File: src/core/pod_params.svh
// constants for the pwm output disable unit
// assumes inclusion by bare name from the core files
`ifndef POD_PARAMS_SVH
`define POD_PARAMS_SVH
`define POD_GROUPS 4
`define POD_OFF_GRP_A 12'h000
`define POD_OFF_GRP_B 12'h004
`define POD_OFF_GRP_C 12'h008
`define POD_OFF_GRP_D 12'h00c
`define POD_OFF_CTRL 12'h010
`define POD_OFF_STAT 12'h014
`define POD_BIT_PORT_INPUT_DETECT_FLAG 0
`define POD_BIT_TIMER_COMPARATOR_REQUEST_FLAG 1
`define POD_BIT_OSTF 2
`define POD_BIT_SSF 3
`define POD_BIT_PIDE 4
`define POD_BIT_IOCE 5
`define POD_BIT_OSTE 6
`define POD_BIT_SWREQ 8
`define POD_FLAGS_MASK 4'hf
`define POD_RST_WORD 32'h0000_0000
`define POD_RST_CTRL 32'h0000_0000
`define POD_CTRL_GSEL_LO 0
`define POD_CTRL_DVA 2
`define POD_CTRL_DVB 3
`define POD_CTRL_OEA 4
`define POD_CTRL_OEB 5
`endif

File: src/core/pod_pkg.sv
// types shared by the pwm output disable unit
// assumes pod_params.svh is on the include path
package pod_pkg;
  typedef struct packed {
    logic        psel;
    logic        penable;
    logic        pwrite;
    logic [11:0] paddr;
    logic [31:0] pwdata;
  } pod_apb_req_t;
  typedef struct packed {
    logic [3:0] flags;
    logic       pinEn;
    logic       reqEn;
    logic       oscEn;
  } pod_group_t;
  typedef enum logic [1:0] {
    POD_GRP_A = 2'b00,
    POD_GRP_B = 2'b01,
    POD_GRP_C = 2'b10,
    POD_GRP_D = 2'b11
  } pod_gsel_t;
endpackage

File: src/core/pod_group.sv
// one output-disable group: trip edge detect and latched cause flags
// assumes trip input already synchronised to sys_clk
`timescale 1ns/1ps
`default_nettype none
`include "pod_params.svh"
module pod_group (
  input wire logic sys_clk,
  input wire logic rst,
  input wire logic tripSync,
  input wire logic timerReq,
  input wire logic oscStop,
  input wire logic swStop,
  input wire logic wrEn,
  input wire logic [31:0] wrData,
  output var pod_pkg::pod_group_t state,
  output logic event_pulse
);
  import pod_pkg::*;
  logic tripPrev;
  logic [3:0] setVec;
  logic [3:0] clrVec;

  // previous trip level for rising edge detect
  always_ff @(posedge sys_clk or posedge rst) begin
    if (rst) begin
      tripPrev <= 1'b0;
    end else begin
      tripPrev <= tripSync;
    end
  end

  // cause detection per flag
  always_comb begin
    setVec = 4'h0;
    setVec[`POD_BIT_PORT_INPUT_DETECT_FLAG] = state.pinEn & tripSync & ~tripPrev;
    setVec[`POD_BIT_TIMER_COMPARATOR_REQUEST_FLAG] = state.reqEn & timerReq;
    setVec[`POD_BIT_OSTF] = state.oscEn & oscStop;
    setVec[`POD_BIT_SSF] = swStop;
    // writing zero to a flag clears it; ones leave it alone
    clrVec = wrEn ? ~wrData[3:0] : 4'h0;
  end

  // flags latch until cleared; set wins over a same-cycle clear
  always_ff @(posedge sys_clk or posedge rst) begin
    if (rst) begin
      state <= '0;
      event_pulse <= 1'b0;
    end else begin
      state.flags <= setVec | (state.flags & ~clrVec);
      event_pulse <= |(setVec & ~state.flags);
      if (wrEn) begin
        state.pinEn <= wrData[`POD_BIT_PIDE];
        state.reqEn <= wrData[`POD_BIT_IOCE];
        state.oscEn <= wrData[`POD_BIT_OSTE];
      end
    end
  end
endmodule
`default_nettype wire

File: src/core/pod_unit.sv
// pwm output disable unit, apb slave with four groups
// assumes apb master on sys_clk; trip pins asynchronous to it
// What this block does
// four causes force timer outputs disabled
// trip rising edge disables outputs, raises interrupt
// oscillator stop disables outputs, raises nmi
// four groups, own trip inputs, selectable
// four cause flags per group register
// clearing all flags releases the outputs
// each group has its own interrupt
// timer channel follows only selected group
// disabled pin level follows per-pin value
// flags latch until software clears them
`timescale 1ns/1ps
`default_nettype none
`include "pod_params.svh"
module pod_unit #(
  parameter int GROUPS = `POD_GROUPS
) (
  input wire logic sys_clk,
  input wire logic rst,
  input wire pod_pkg::pod_apb_req_t apbReq,
  output logic [31:0] prdata,
  output logic pready,
  output logic pslverr,
  input wire logic [3:0] external_trip_input,
  input wire logic [3:0] timer_comparator_req,
  input wire logic osc_stop_detect,
  input wire logic pwm_out_a,
  input wire logic pwm_out_b,
  output logic timer0_output_a,
  output logic timer0_output_a_oe,
  output logic timer0_output_b,
  output logic timer0_output_b_oe,
  output logic [3:0] group_irq,
  output logic osc_nmi
);
  import pod_pkg::*;
  // the decode and the read mux are written for exactly four groups
  if (GROUPS != `POD_GROUPS) begin : gGroupCheck
    $error("pod_unit serves four groups only");
  end

  logic [3:0] tripMeta;
  logic [3:0] tripSync;
  logic oscMeta;
  logic oscSync;
  logic [3:0] wrGrp;
  logic [3:0] swStop;
  logic [3:0] evt;
  pod_group_t grp [4];
  logic [31:0] ctrl;
  logic access;
  logic [31:0] next_rdata;
  logic next_err;
  logic disableNow;
  pod_gsel_t gsel;

  // two-flop synchronisers; first stage feeds only the second
  always_ff @(posedge sys_clk or posedge rst) begin
    if (rst) begin
      tripMeta <= 4'h0;
      tripSync <= 4'h0;
      oscMeta <= 1'b0;
      oscSync <= 1'b0;
    end else begin
      tripMeta <= external_trip_input;
      tripSync <= tripMeta;
      oscMeta <= osc_stop_detect;
      oscSync <= oscMeta;
    end
  end

  // access phase; answer registered, in the second access cycle, one wait
  assign access = apbReq.psel & apbReq.penable & ~pready;

  // decode group register writes and software stop requests
  always_comb begin
    wrGrp = 4'h0;
    swStop = 4'h0;
    if (access && apbReq.pwrite) begin
      unique case (apbReq.paddr)
        `POD_OFF_GRP_A: wrGrp[0] = 1'b1;
        `POD_OFF_GRP_B: wrGrp[1] = 1'b1;
        `POD_OFF_GRP_C: wrGrp[2] = 1'b1;
        `POD_OFF_GRP_D: wrGrp[3] = 1'b1;
        default: wrGrp = 4'h0;
      endcase
    end
    for (int i = 0; i < 4; i++) begin
      swStop[i] = wrGrp[i] & apbReq.pwdata[`POD_BIT_SWREQ];
    end
  end

  // one instance per group, each with its own trip pin
  for (genvar g = 0; g < 4; g++) begin : gGrp
    pod_group uGrp (
      .sys_clk(sys_clk),
      .rst(rst),
      .tripSync(tripSync[g]),
      .timerReq(timer_comparator_req[g]),
      .oscStop(oscSync),
      .swStop(swStop[g]),
      .wrEn(wrGrp[g]),
      .wrData(apbReq.pwdata),
      .state(grp[g]),
      .event_pulse(evt[g])
    );
  end

  // control register: group select, disable levels, idle enables
  always_ff @(posedge sys_clk or posedge rst) begin
    if (rst) begin
      ctrl <= `POD_RST_CTRL;
    end else if (access && apbReq.pwrite &&
                 apbReq.paddr == `POD_OFF_CTRL) begin
      ctrl <= {26'h0, apbReq.pwdata[5:0]};
    end
  end

  assign gsel = pod_gsel_t'(ctrl[`POD_CTRL_GSEL_LO +: 2]);
  // only the selected group disables channel 0
  assign disableNow = |grp[gsel].flags;

  // read mux
  always_comb begin
    next_rdata = `POD_RST_WORD;
    next_err = 1'b0;
    unique case (apbReq.paddr)
      `POD_OFF_GRP_A, `POD_OFF_GRP_B, `POD_OFF_GRP_C, `POD_OFF_GRP_D: begin
        next_rdata[3:0] = grp[apbReq.paddr[3:2]].flags;
        next_rdata[`POD_BIT_PIDE] = grp[apbReq.paddr[3:2]].pinEn;
        next_rdata[`POD_BIT_IOCE] = grp[apbReq.paddr[3:2]].reqEn;
        next_rdata[`POD_BIT_OSTE] = grp[apbReq.paddr[3:2]].oscEn;
      end
      `POD_OFF_CTRL: next_rdata = ctrl;
      `POD_OFF_STAT: next_rdata = {30'h0, oscSync, disableNow};
      default: next_err = 1'b1;
    endcase
  end

  // apb answer registers
  always_ff @(posedge sys_clk or posedge rst) begin
    if (rst) begin
      pready <= 1'b0;
      prdata <= `POD_RST_WORD;
      pslverr <= 1'b0;
    end else begin
      pready <= access;
      pslverr <= access & next_err;
      if (access && !apbReq.pwrite) begin
        prdata <= next_rdata;
      end
    end
  end

  // outputs: when disabled, enables from OEA/OEB and levels from the disable values
  always_ff @(posedge sys_clk or posedge rst) begin
    if (rst) begin
      timer0_output_a <= 1'b0;
      timer0_output_b <= 1'b0;
      timer0_output_a_oe <= 1'b0;
      timer0_output_b_oe <= 1'b0;
    end else if (disableNow) begin
      timer0_output_a <= ctrl[`POD_CTRL_DVA];
      timer0_output_b <= ctrl[`POD_CTRL_DVB];
      timer0_output_a_oe <= ctrl[`POD_CTRL_OEA];
      timer0_output_b_oe <= ctrl[`POD_CTRL_OEB];
    end else begin
      timer0_output_a <= pwm_out_a;
      timer0_output_b <= pwm_out_b;
      timer0_output_a_oe <= 1'b1;
      timer0_output_b_oe <= 1'b1;
    end
  end

  // per-group interrupt pulse and oscillator nmi level
  always_ff @(posedge sys_clk or posedge rst) begin
    if (rst) begin
      group_irq <= 4'h0;
      osc_nmi <= 1'b0;
    end else begin
      group_irq <= evt;
      osc_nmi <= oscSync;
    end
  end
endmodule
`default_nettype wire

File: config.mk
export PLATFORM = sky130hd
export DESIGN_NAME = pod_unit
export DESIGN_NICKNAME = d
export VERILOG_FILES = /design/src/core/pod_pkg.sv /design/src/core/pod_group.sv /design/src/core/pod_unit.sv
export VERILOG_INCLUDE_DIRS = /design/src /design/src/core
export SDC_FILE = /design/constraint.sdc
export NUM_CORES = 1
export LEC_CHECK = 0
export ABC_AREA = 1
export BUFFER_PORTS_ARGS = -buffer_cell sky130_fd_sc_hd__clkbuf_2
export CAP_MARGIN = 5
export CORE_MARGIN = 2
export CORE_UTILIZATION = 46
export CTS_BUF_LIST = sky130_fd_sc_hd__clkbuf_4 sky130_fd_sc_hd__clkbuf_8 sky130_fd_sc_hd__clkbuf_16
export CTS_CLUSTER_DIAMETER = 30
export DETAILED_ROUTE_END_ITERATION = 10
export PLACE_DENSITY = 0.74
export RECOVER_POWER = 50
export SLEW_MARGIN = 20
export SYNTH_ARGS = -nofsm -noshare
export SYNTH_HDL_FRONTEND = slang
export SYNTH_SLANG_ARGS = --single-unit
export TNS_END_PERCENT = 10
File: constraint.sdc
create_clock -name sys_clk -period 2.9 [get_ports sys_clk]
set_input_delay 0.725 -clock sys_clk [delete_from_list [all_inputs] [get_ports sys_clk]]
set_output_delay 0.725 -clock sys_clk [all_outputs]
set_load 0.01 [all_outputs]
# ---- Word-level counts from Yosys, hierarchy flattened
# Index checks and enable logic that the tools add are counted.
dict set report totals {
  register_bits 70
  in_bits 60
  output_inout_bits 43
  elab_cells 129
}
dict set report classes {
  order_cmp 2
  n_eq_ne 5
  n_mux 21
  n_bitwise 51
  n_reduce_logical 12
}
# operator count
set ops {}
lappend ops {{4-bit inverter} 9}
lappend ops {{4-bit bitwise AND} 8}
lappend ops {{7-bit binary-select mux with 2-bit select} 2}
lappend ops {{7-bit 2-to-1 mux} 4}
lappend ops {{12-bit by 4-bit == test with 1-bit output, second input constant} 2}
lappend ops {{12-bit by 5-bit == test with 1-bit output, second input constant} 2}
lappend ops {{4-bit OR reduction} 6}
lappend ops {{1-bit bitwise AND} 23}
lappend ops {{7-bit one-hot mux with 3 select lines} 1}
lappend ops {{4-bit 2-to-1 mux} 5}
lappend ops {{4-bit bitwise OR} 4}
lappend ops {{12-bit by 3-bit == test with 1-bit output, second input constant} 1}
lappend ops {{12-bit logical NOT} 1}
lappend ops {{1-bit 2-to-1 mux} 9}
lappend ops {{3-bit greater-or-equal comparator, second input constant} 2}
lappend ops {{2-bit inverter with 3-bit output} 2}
lappend ops {{6-bit OR reduction} 1}
lappend ops {{1-bit inverter} 5}
lappend ops {{1-bit logical AND} 3}
lappend ops {{1-bit logical NOT} 1}

# ---- Depth between registers and ports, before layout
# Gate-level depths: netlist of run 1.
dict set report logic_depth {
  ltp_word 8
  depth_mapped 9
  depth_no_buf 9
}

# ---- By module
# From an unflattened synthesis of run 1, not the netlist that was laid out.
dict set report hier_totals {
  cells_unflattened 413
  area_unflattened_um2 3348.2
}
# mod instances cells_per_inst area_each_um2 seq_area_each_um2
set modules_own_cells {}
lappend modules_own_cells {pod_unit 1 253 1911.8 850.8}
lappend modules_own_cells {pod_group 4 40 359.1 225.2}

# ---- Worst setup path after synthesis of run 1
# Ideal clock, no wire load.
dict set report synth_timing {
  path_type {input to register}
  from {in apbReq[41] in the netlist's numbering}
  to {reg gGrp[0].uGrp.state[4] in the netlist's numbering}
  setup_ns 0.123
  arrival_time_ns 1.620
  required_time_ns 2.777
  path_slack_ns 1.157
  stages 7
  n_path_buf 1
  path_cell_list {nor2_1 nand2_1 nor2_8 nand4_2 buf_2 o21ai_0 nand2_1}
}
dict set report synth_between {
  elab_chain_len 7
}
# item line_no
set synth_rtl {}
lappend synth_rtl {{start: declaration} pod_unit.sv:22} ;# input wire pod_pkg::pod_apb_req_t apbReq,
lappend synth_rtl {{12-bit logical NOT} pod_unit.sv:82} ;# unique case (apbReq.paddr)
lappend synth_rtl {{1-bit 2-to-1 mux} pod_unit.sv:82}
lappend synth_rtl {{4-bit 2-to-1 mux} pod_unit.sv:81} ;# if (access && apbReq.pwrite) begin
lappend synth_rtl {{4-bit 2-to-1 mux} pod_group.sv:40} ;# clrVec = wrEn ? ~wrData[3:0] : 4'h0;
lappend synth_rtl {{4-bit inverter} pod_group.sv:49} ;# state.flags <= setVec | (state.flags & ~clrVec);
lappend synth_rtl {{4-bit bitwise AND} pod_group.sv:49}
lappend synth_rtl {{4-bit bitwise OR} pod_group.sv:49}
lappend synth_rtl {{end: declaration} pod_group.sv:15} ;# output var pod_pkg::pod_group_t state,
# Every way passes these cells.
# A chain may end at the register's enable or synchronous reset.

# ---- Worst setup path in the final report of run 1
dict set report layout_timing {
  from {in apbReq[39] in the netlist's numbering}
  to {reg gGrp[0].uGrp.state[5] in the netlist's numbering}
}
# Same word-level chain as after synthesis.

==> results of run 1 <==
[sequential cells by signal (all words and copies together) (netlist names)]
name and cells:
pslverr 1, osc_nmi 1, oscMeta 1, gGrp.uGrp.state 28, timer0_output_a_oe 1, gGrp.uGrp.event_pulse 4, timer0_output_b 1, oscSync 1
prdata 7, timer0_output_a 1, timer0_output_b_oe 1, group_irq 4, pready 1, gGrp.uGrp.tripPrev 4, tripSync 4, ctrl 6
tripMeta 4
[through the flow]
stage,util [%],hold slack [ps],setup WS (ps),power (mW),cells
final,55.27,343.5,1083,2.171,500
after global routing,55.27,357.1,941.6,2.245,500
after CTS,55.31,349.9,1108,2.193,500
after detailed placement,51.30,337.0,730.7,1.141,484
after global placement,51.30,331.5,776.6,1.138,484
after floorplan,-,331.2,406.8,1.108,378
[metal layers]
metal,share of wire [%],up-vias
met5,0,-
met4,2.4,0
met3,5.4,20
met2,46,80
met1,46,1170
li1,-,1230
[cell usage in the layout (no fill, tap or decap)]
cell type | Yosys | final
a21oi_1 | 8 | 8
a22oi_1 | 3 | 3
a31oi_1 | 2 | 2
and2_0 | 1 | 1
buf_12 | 0 | 1
buf_4 | 25 | 2
bufinv_16 | 0 | 4
clkbuf_2 | 0 | 53
clkbuf_8 | 0 | 9
clkinv_4 | 0 | 1
clkinvlp_4 | 0 | 1
conb_1 | 1 | 25
dfrtp_1 | 70 | 70
inv_1 | 29 | 29
inv_2 | 6 | 6
inv_6 | 0 | 1
nand2_1 | 83 | 83
nand2_2 | 4 | 4
nand3_1 | 14 | 14
nand3b_1 | 3 | 3
nand4_1 | 3 | 3
nand4_2 | 1 | 1
nand4_4 | 1 | 1
nor2_1 | 29 | 30
nor2_2 | 3 | 2
nor2_4 | 2 | 2
nor2_8 | 1 | 1
nor3_1 | 2 | 2
nor3_2 | 1 | 1
nor4_1 | 3 | 3
o2111ai_1 | 1 | 1
o211ai_1 | 3 | 3
o21ai_0 | 23 | 23
o21ai_1 | 16 | 16
o22ai_1 | 6 | 6
o31ai_1 | 2 | 2
or2_1 | 2 | 2
or2_2 | 1 | 1
[synth_stat cells]
cell	number	area, sq um
nand2_1	83	311.6
dfrtp_1	70	1752
inv_1	29	108.9
nor2_1	29	108.9
buf_4	25	187.7
o21ai_0	23	115.1
o21ai_1	16	80.08
nand3_1	14	70.07
a21oi_1	8	40.04
inv_2	6	22.52
o22ai_1	6	37.54
buf_2	5	25.02
nand2_2	4	25.02
a22oi_1	3	22.52
nand3b_1	3	22.52
nand4_1	3	18.77
nor2_2	3	18.77
nor4_1	3	18.77
o211ai_1	3	22.52
a31oi_1	2	12.51
nor2_4	2	22.52
nor3_1	2	10.01
o31ai_1	2	15.01
or2_1	2	12.51
and2_0	1	6.260
conb_1	1	3.750
nand4_2	1	12.51
nand4_4	1	21.27
nor2_8	1	20.02
nor3_2	1	10.01
o2111ai_1	1	8.760
or2_2	1	6.260
[final timing paths]
check                                              to  slack [ps]
worst max-delay path            gGrp[0].uGrp.state[5]        1080
worst min-delay path                      tripSync[2]         340
worst max register to register                ctrl[1]        1240
worst min register to register            tripSync[2]         340
max in group asynchronous                     ctrl[5]        1480
min in group asynchronous                 tripMeta[1]         630
[layout make-up]
type                            count  share of cell area, %
Inverter                           35                  3.538
Clock buffer                        9                  3.336
Tap cell                           80                  2.695
Multi-Input combinational cell    243                  31.27
Sequential cell                    70                  47.17
Timing Repair Buffer               56                  8.086
Clock inverter                      7                  3.908
[where the power goes]
part / switching (mW) / internal [mW]
Clock: 0.389 / 0.662
Combinational: 0.0865 / 0.0347
Sequential: 0.00696 / 0.991
[logic make-up (layout without fill, tap and decap cells)]
kind of cell / count (synthesis) / count (layout) / synth area share (%)
AND/OR/NAND/NOR: 154 / 154 / 22.58
flip-flops: 70 / 70 / 55.27
buffers and inverters: 65 / 107 / 10.86
AO/OA/AOI/OAI: 64 / 64 / 11.17
other: 1 / 25 / 0.1183
[worst reg2reg max path: stages (launching register included)]
cell and delay (ps):
dfrtp_1 390, nor2_1 200, nand2_1 130, inv_2 130, nand4_1 410, nor2_1 220, a21oi_1 60
==> run metrics, run 1 <==
status=complete, no violations; CP peak stage delay=420 ps; Cell Area, Placed=0.003447 sq mm; die area=0.007570 sq mm; HPWL after detailed placement=5334 um; final setup fails=0; Bufs and invs on worst path=1; met1 usage=27.76%; GR Layer Usage met3=5.687%; clock skew=7.609 ps; hold_buf cts=0; final worst-path cycle share=62.65%; Wirelength per Cell=14.31 um; synth warn=0; Seq/Total Area, Yosys=55.27%; gp weighted congestion=0.9274; WS Path Type=in -> reg; CTS root buf=clkbuf_8; Max Root-Sink Buffers=2; post-synthesis cell area=0.003169 sq mm; hold depth=0; Syn-to-layout area delta=17.17%; io pins=103; Total Neg Setup Slack=0 ps; final critical-path required period=1817 ps; worst skew pair latency=350 ps; Max-cap violations=0; Achievable Freq=550.4 MHz; crit end category=register; startpoint types=input pin; grt peak-use layer=met2; GRT Residual Overflow=0; area of the multi-input gates=0.001161 sq mm; RSZ-0062 raised after global routing=false; Num CTS Buffers=9; Core ar.=0.006719 sq mm; nets=475; Worst Path Required=3130 ps; Worst-Margin Slew=1126 ps; drt drc=0; critical path startpoint=apbReq[39]; Reg2Reg Depth=6; port bufs=53; layout cell share with drive strength beyond 1=21.67%; # rows=30; Mapped Cells=354; overall die width=87.01 um; routed vias=2500; post-CTS sizing=0; largest net degree at the start of global routing=42; TritonCTS clock tree=built; Yosys cell types=32; VDD IR-drop max=0.3264 mV; post-layout instance area=0.003714 sq mm; Fin. Hold Viols=0; Syn Area/Cell=8.953 sq um; DRT antenna net count=0; CP Depth=6; Leak=1.905 nW; Worst Hold Launch=tripMeta[2]; drt pass-1 iters=4; initial antenna violation count=0; starting density of the core=47.17%; post-CTS setup repair buffer count=0; worst hold path class=reg -> reg; Crit path arrival time=2050 ps; ant diodes=0; worst-path maximum fanout=12; Die Span Y=87.01 um; global routing met2 resource utilization=31.09%; H-tree Lvls=3; first-pass GRT wire length=11590 um; RR Startpoint=pready; #FFs+latches synth=70; DR vias/cell=5.000; CP Cell Sequence=clkbuf_2 -> nor2_1 -> and2_0 -> nand4_2 -> o21ai_0 -> nand2_1; final number of max-transition violations=0; CTS sink cnt=70; # fillers=638; Seq. cell area=0.001752 sq mm; pwr dens=584.6 mW/mm^2; Slew HR=24.86%; clk slew on worst S/H paths=80 ps; All-Layer GR Usage=20.57%; Routed Wire Length=7157 um; CP max stage cell=and2_0; First DRT Iteration DRCs=217; vias in the first global route=2410; Top Family by Delay on Critical Path=simple AND/OR/NAND/NOR gates
(Power assumes the default switching activity.)
==> run 2: changes to the inputs <==
--- a/config.mk
+++ b/config.mk
@@ -14,7 +14,7 @@
 export CTS_BUF_LIST = sky130_fd_sc_hd__clkbuf_4 sky130_fd_sc_hd__clkbuf_8 sky130_fd_sc_hd__clkbuf_16
 export CTS_CLUSTER_DIAMETER = 30
 export DETAILED_ROUTE_END_ITERATION = 10
-export PLACE_DENSITY = 0.74
+export PLACE_DENSITY = 0.76
 export RECOVER_POWER = 50
 export SLEW_MARGIN = 20
 export SYNTH_ARGS = -nofsm -noshare
==> constraint.sdc (replaced) <==
create_clock -name sys_clk -period 1.65 [get_ports sys_clk]
set_input_delay 0.4125 -clock sys_clk [delete_from_list [all_inputs] [get_ports sys_clk]]
set_output_delay 0.4125 -clock sys_clk [all_outputs]
set_load 0.01 [all_outputs]
==> run metrics, run 2 (same netlist as run 1, synthesis figures left out) <==
startpoint types=register; final number of max-transition violations=0; met1 usage=26.82%; Largest Register=gGrp.uGrp.state; post-CTS sizing=0; drt drc=0; WS Path Type=reg -> reg; VDD IR-drop max=0.5315 mV; Num CTS Buffers=9; biggest regs=gGrp.uGrp.state (28), prdata (7), ctrl (6); # fillers=620; routed vias=2556; Wirelength per Cell=13.98 um; total power=3.461 mW; hold_buf cts=0; die area=0.007570 sq mm; final worst-path cycle share=91.83%; io pins=103; Die Span Y=87.01 um; GRT Residual Overflow=0; commonest cells after routing, fill and taps aside=83 x nand2_1, 70 x dfrtp_1, 55 x clkbuf_2, 29 x nor2_1, 28 x inv_1; TritonCTS clock tree=built; clk slew on worst S/H paths=80 ps; CP Cell Sequence=nor2_2 -> nand2_1 -> inv_2 -> nand4_1 -> buf_4 -> o21ai_1 -> nand2_1; overall die width=87.01 um; initial antenna violation count=0; Max-cap violations=0; Syn-to-layout area delta=17.57%; worst skew pair latency=340 ps; gp weighted congestion=0.8788; # rows=30; Finished Layout Cells=511; Slew HR=41.07%; starting density of the core=47.17%; H-tree Lvls=3; global routing met2 resource utilization=31.99%; HPWL after detailed placement=5407 um; Max Root-Sink Buffers=2; post-CTS setup repair buffer count=0; max reg flops=28; Crit path arrival time=1750 ps; grt peak-use layer=met2; worst-path maximum fanout=8; ant diodes=0; Worst Path Required=1890 ps; CP peak stage delay=390 ps; Leak=1.931 nW; RSZ-0062 raised after global routing=false; status=complete, no violations; First DRT Iteration DRCs=208; clock skew=6.066 ps; Cell Area, Placed=0.003521 sq mm; first-pass GRT wire length=11740 um; nets=486; worst hold path class=in -> reg; pwr dens=928.8 mW/mm^2; final setup fails=0; GR Layer Usage met3=6.825%; Core ar.=0.006719 sq mm; post-layout instance area=0.003726 sq mm; drt pass-1 iters=5; vias in the first global route=2455; All-Layer GR Usage=20.65%; largest net degree at the start of global routing=38; Worst-Margin Slew=884.0 ps; layout cell share with drive strength beyond 1=24.13%; Fin. Hold Viols=0; CP max stage cell=dfrtp_1; Achievable Freq=660.0 MHz; crit end category=register; port bufs=53; final critical-path required period=1515 ps; DR vias/cell=5.002; CTS root buf=clkbuf_8; Total Neg Setup Slack=0 ps; placed cells=495; commonest non-fill, non-tap cell in the layout=nand2_1; Routed Wire Length=7142 um; DRT antenna net count=0; cell mode on critical path=nand2_1; CTS sink cnt=70
## run 2: metal layers
layer	vias up	share of wire, %
li1	1243	-
met1	1190	44
met2	106	47
met3	17	7.2
met4	0	2.3
met5	-	0
## run 2: through the flow
| step | hold slack [ps] | utilization, % | setup slack [ps] |
|---|---|---|---|
| 2_1_floorplan | 331.2 | - | 219.3 |
| 3_3_place_gp | 331.1 | 52.40 | 11.56 |
| 3_5_place_dp | 334.7 | 52.40 | -30.92 |
| 4_1_cts | 151.7 | 55.57 | 150.2 |
| 5_1_grt | 138.7 | 55.46 | 47.63 |
| 6_report | 167.6 | 55.46 | 134.8 |
## run 2: path summary, 6_finish.rpt
check                                    startpoint                    end  slack (ps)  cells past startpoint
setup / recovery                             pready  gGrp[2].uGrp.state[3]         130                      7
hold / removal               external_trip_input[3]            tripMeta[3]         170                      1
setup reg to reg                             pready  gGrp[2].uGrp.state[3]         130                      7
hold reg to reg            gGrp[2].uGrp.event_pulse           group_irq[2]         350                      0
max in group asynchronous                       rst                ctrl[3]         740                      3
min in group asynchronous                       rst            tripMeta[1]         320                      3
## run 2: layout make-up
class,instances,area [sq um],area share (%)
Inverter,35,132.6,3.559
Clock inverter,7,88.84,2.384
Sequential cell,70,1752,47.01
Timing Repair Buffer,67,365.4,9.805
Multi-Input combinational cell,243,1164,31.23
Tap cell,80,100.1,2.686
Clock buffer,9,123.9,3.324
## run 2: worst max-delay path: cells and delay by family, from the launching register on
kind,cells,cell delay [ps]
compound gates,1,120
buf+inv,2,360
flops,1,390
simple gates,4,540
## run 2: power breakdown
group / internal, mW / switching, mW
Clock: 0.842 / 0.645
Combinational: 0.0652 / 0.152
Sequential: 1.74 / 0.0129
Total: 2.65 / 0.810
==> run 3: changes to the inputs <==
--- a/config.mk
+++ b/config.mk
@@ -16,6 +16,7 @@
 export DETAILED_ROUTE_END_ITERATION = 10
 export PLACE_DENSITY = 0.76
 export RECOVER_POWER = 50
+export SETUP_SLACK_MARGIN = 0.4
 export SLEW_MARGIN = 20
 export SYNTH_ARGS = -nofsm -noshare
 export SYNTH_HDL_FRONTEND = slang
==> run metrics, run 3 (same netlist as run 1, synthesis figures left out) <==
status=complete, no violations; hold_buf cts=0; Max Root-Sink Buffers=2; first-pass GRT wire length=11850 um; Routed Wire Length=7273 um; worst-path maximum fanout=5; Worst Path Required=1880 ps; Die Span Y=87.01 um; final critical-path required period=1472 ps; crit end category=register; # rows=30; Achievable Freq=679.3 MHz; CP peak stage delay=390 ps; Reg2Reg Depth=7; clock skew=5.577 ps; CTS root buf=clkbuf_8; post-layout instance area=0.003826 sq mm; Cell Area, Placed=0.003521 sq mm; RSZ-0062 raised after global routing=true; All-Layer GR Usage=20.79%; # fillers=617; Syn-to-layout area delta=20.73%; Core ar.=0.006719 sq mm; Num CTS Buffers=9; hold depth=1; Largest Register=gGrp.uGrp.state; drt drc=0; Worst-Margin Slew=886.1 ps; CP Cell Sequence=nor2_2 -> nand2_2 -> inv_2 -> nand4_1 -> buf_4 -> o21ai_1 -> nand2_1; nets=493; final worst-path cycle share=89.21%; Leak=1.979 nW; fin util=56.95%; GR Layer Usage met3=6.825%; startpoint types=register; H-tree Lvls=3; overall die width=87.01 um; DRT antenna net count=0; port bufs=53; Wirelength per Cell=14.04 um; VDD IR-drop max=0.5314 mV; final setup fails=0; global routing met2 resource utilization=32.20%; commonest cells after routing, fill and taps aside=78 x nand2_1, 70 x dfrtp_1, 55 x clkbuf_2, 29 x nor2_1, 28 x inv_1; TritonCTS clock tree=built; max reg flops=28; layout cell share with drive strength beyond 1=27.85%; final number of max-transition violations=0; GRT Residual Overflow=0; worst skew pair latency=340 ps; starting density of the core=47.17%; commonest non-fill, non-tap cell in the layout=nand2_1; met1 usage=27.26%; ant diodes=0; Top Family by Delay on Critical Path=simple AND/OR/NAND/NOR gates; Max-cap violations=0; vias in the first global route=2470; grt peak-use layer=met2; Slew HR=40.93%; pwr dens=905.3 mW/mm^2; io pins=103; CP max stage cell=dfrtp_1; Crit path arrival time=1700 ps; drt pass-1 iters=4; CP Depth=7; die area=0.007570 sq mm; biggest regs=gGrp.uGrp.state (28), prdata (7), ctrl (6); clk slew on worst S/H paths=70 ps; total power=3.464 mW; CTS sink cnt=70; WS Path Type=reg -> reg; initial antenna violation count=0; worst hold path class=in -> reg; Fin. Hold Viols=0; gp weighted congestion=0.8788; First DRT Iteration DRCs=208; largest net degree at the start of global routing=38; DR vias/cell=5.041; Bufs and invs on worst path=2; routed vias=2611; HPWL after detailed placement=5407 um
## run 3: power breakdown
part           total, mW  switching, mW  internal (mW)
registers           1.76         0.0130           1.74
logic              0.228          0.157         0.0714
clock network       1.48          0.638          0.842
## run 3: what timing repair did
item	CTS	global route
pin swaps	3	2
buffers inserted	5	2
resized for setup	9	10
cloned	0	0
endpoints found under the setup margin	60	68
## run 3: final timing paths
check                      slack [ps]                    end                      from
max                               180  gGrp[2].uGrp.state[6]                    pready
min reg2reg                       350           group_irq[2]  gGrp[2].uGrp.event_pulse
max in group asynchronous         740                ctrl[3]                       rst
min                               170            tripMeta[3]    external_trip_input[3]
min in group asynchronous         320            tripMeta[1]                       rst
max reg2reg                       180  gGrp[2].uGrp.state[6]                    pready
## run 3: area by class of cell
cell class	count	area (sq um)	share of cell area, %
Timing Repair Buffer	74	425.4	11.12
Inverter	35	132.6	3.466
Clock inverter	7	88.84	2.322
Sequential cell	70	1752	45.78
Clock buffer	9	123.9	3.237
Tap cell	80	100.1	2.616
Multi-Input combinational cell	243	1204	31.46
## run 3: routing by layer
metal / wire (um) / part of all wire [%]
met5: 0 / 0
met4: 157 / 2.2
met3: 532 / 7.3
met2: 3410 / 47
met1: 3172 / 44
## run 3: per-stage QoR
stage / worst slack (ps) / instances / TNS (ps) / hold WS [ps]
after global placement: 11.56 / 495 / 0 / 331.1
after CTS: 218.1 / 516 / 0 / 151.7
after floorplan: 219.3 / 378 / 0 / 331.2
final: 178.0 / 518 / 0 / 171.3
after detailed placement: -30.92 / 495 / -48.19 / 334.7
after global routing: 117.7 / 518 / 0 / 138.7
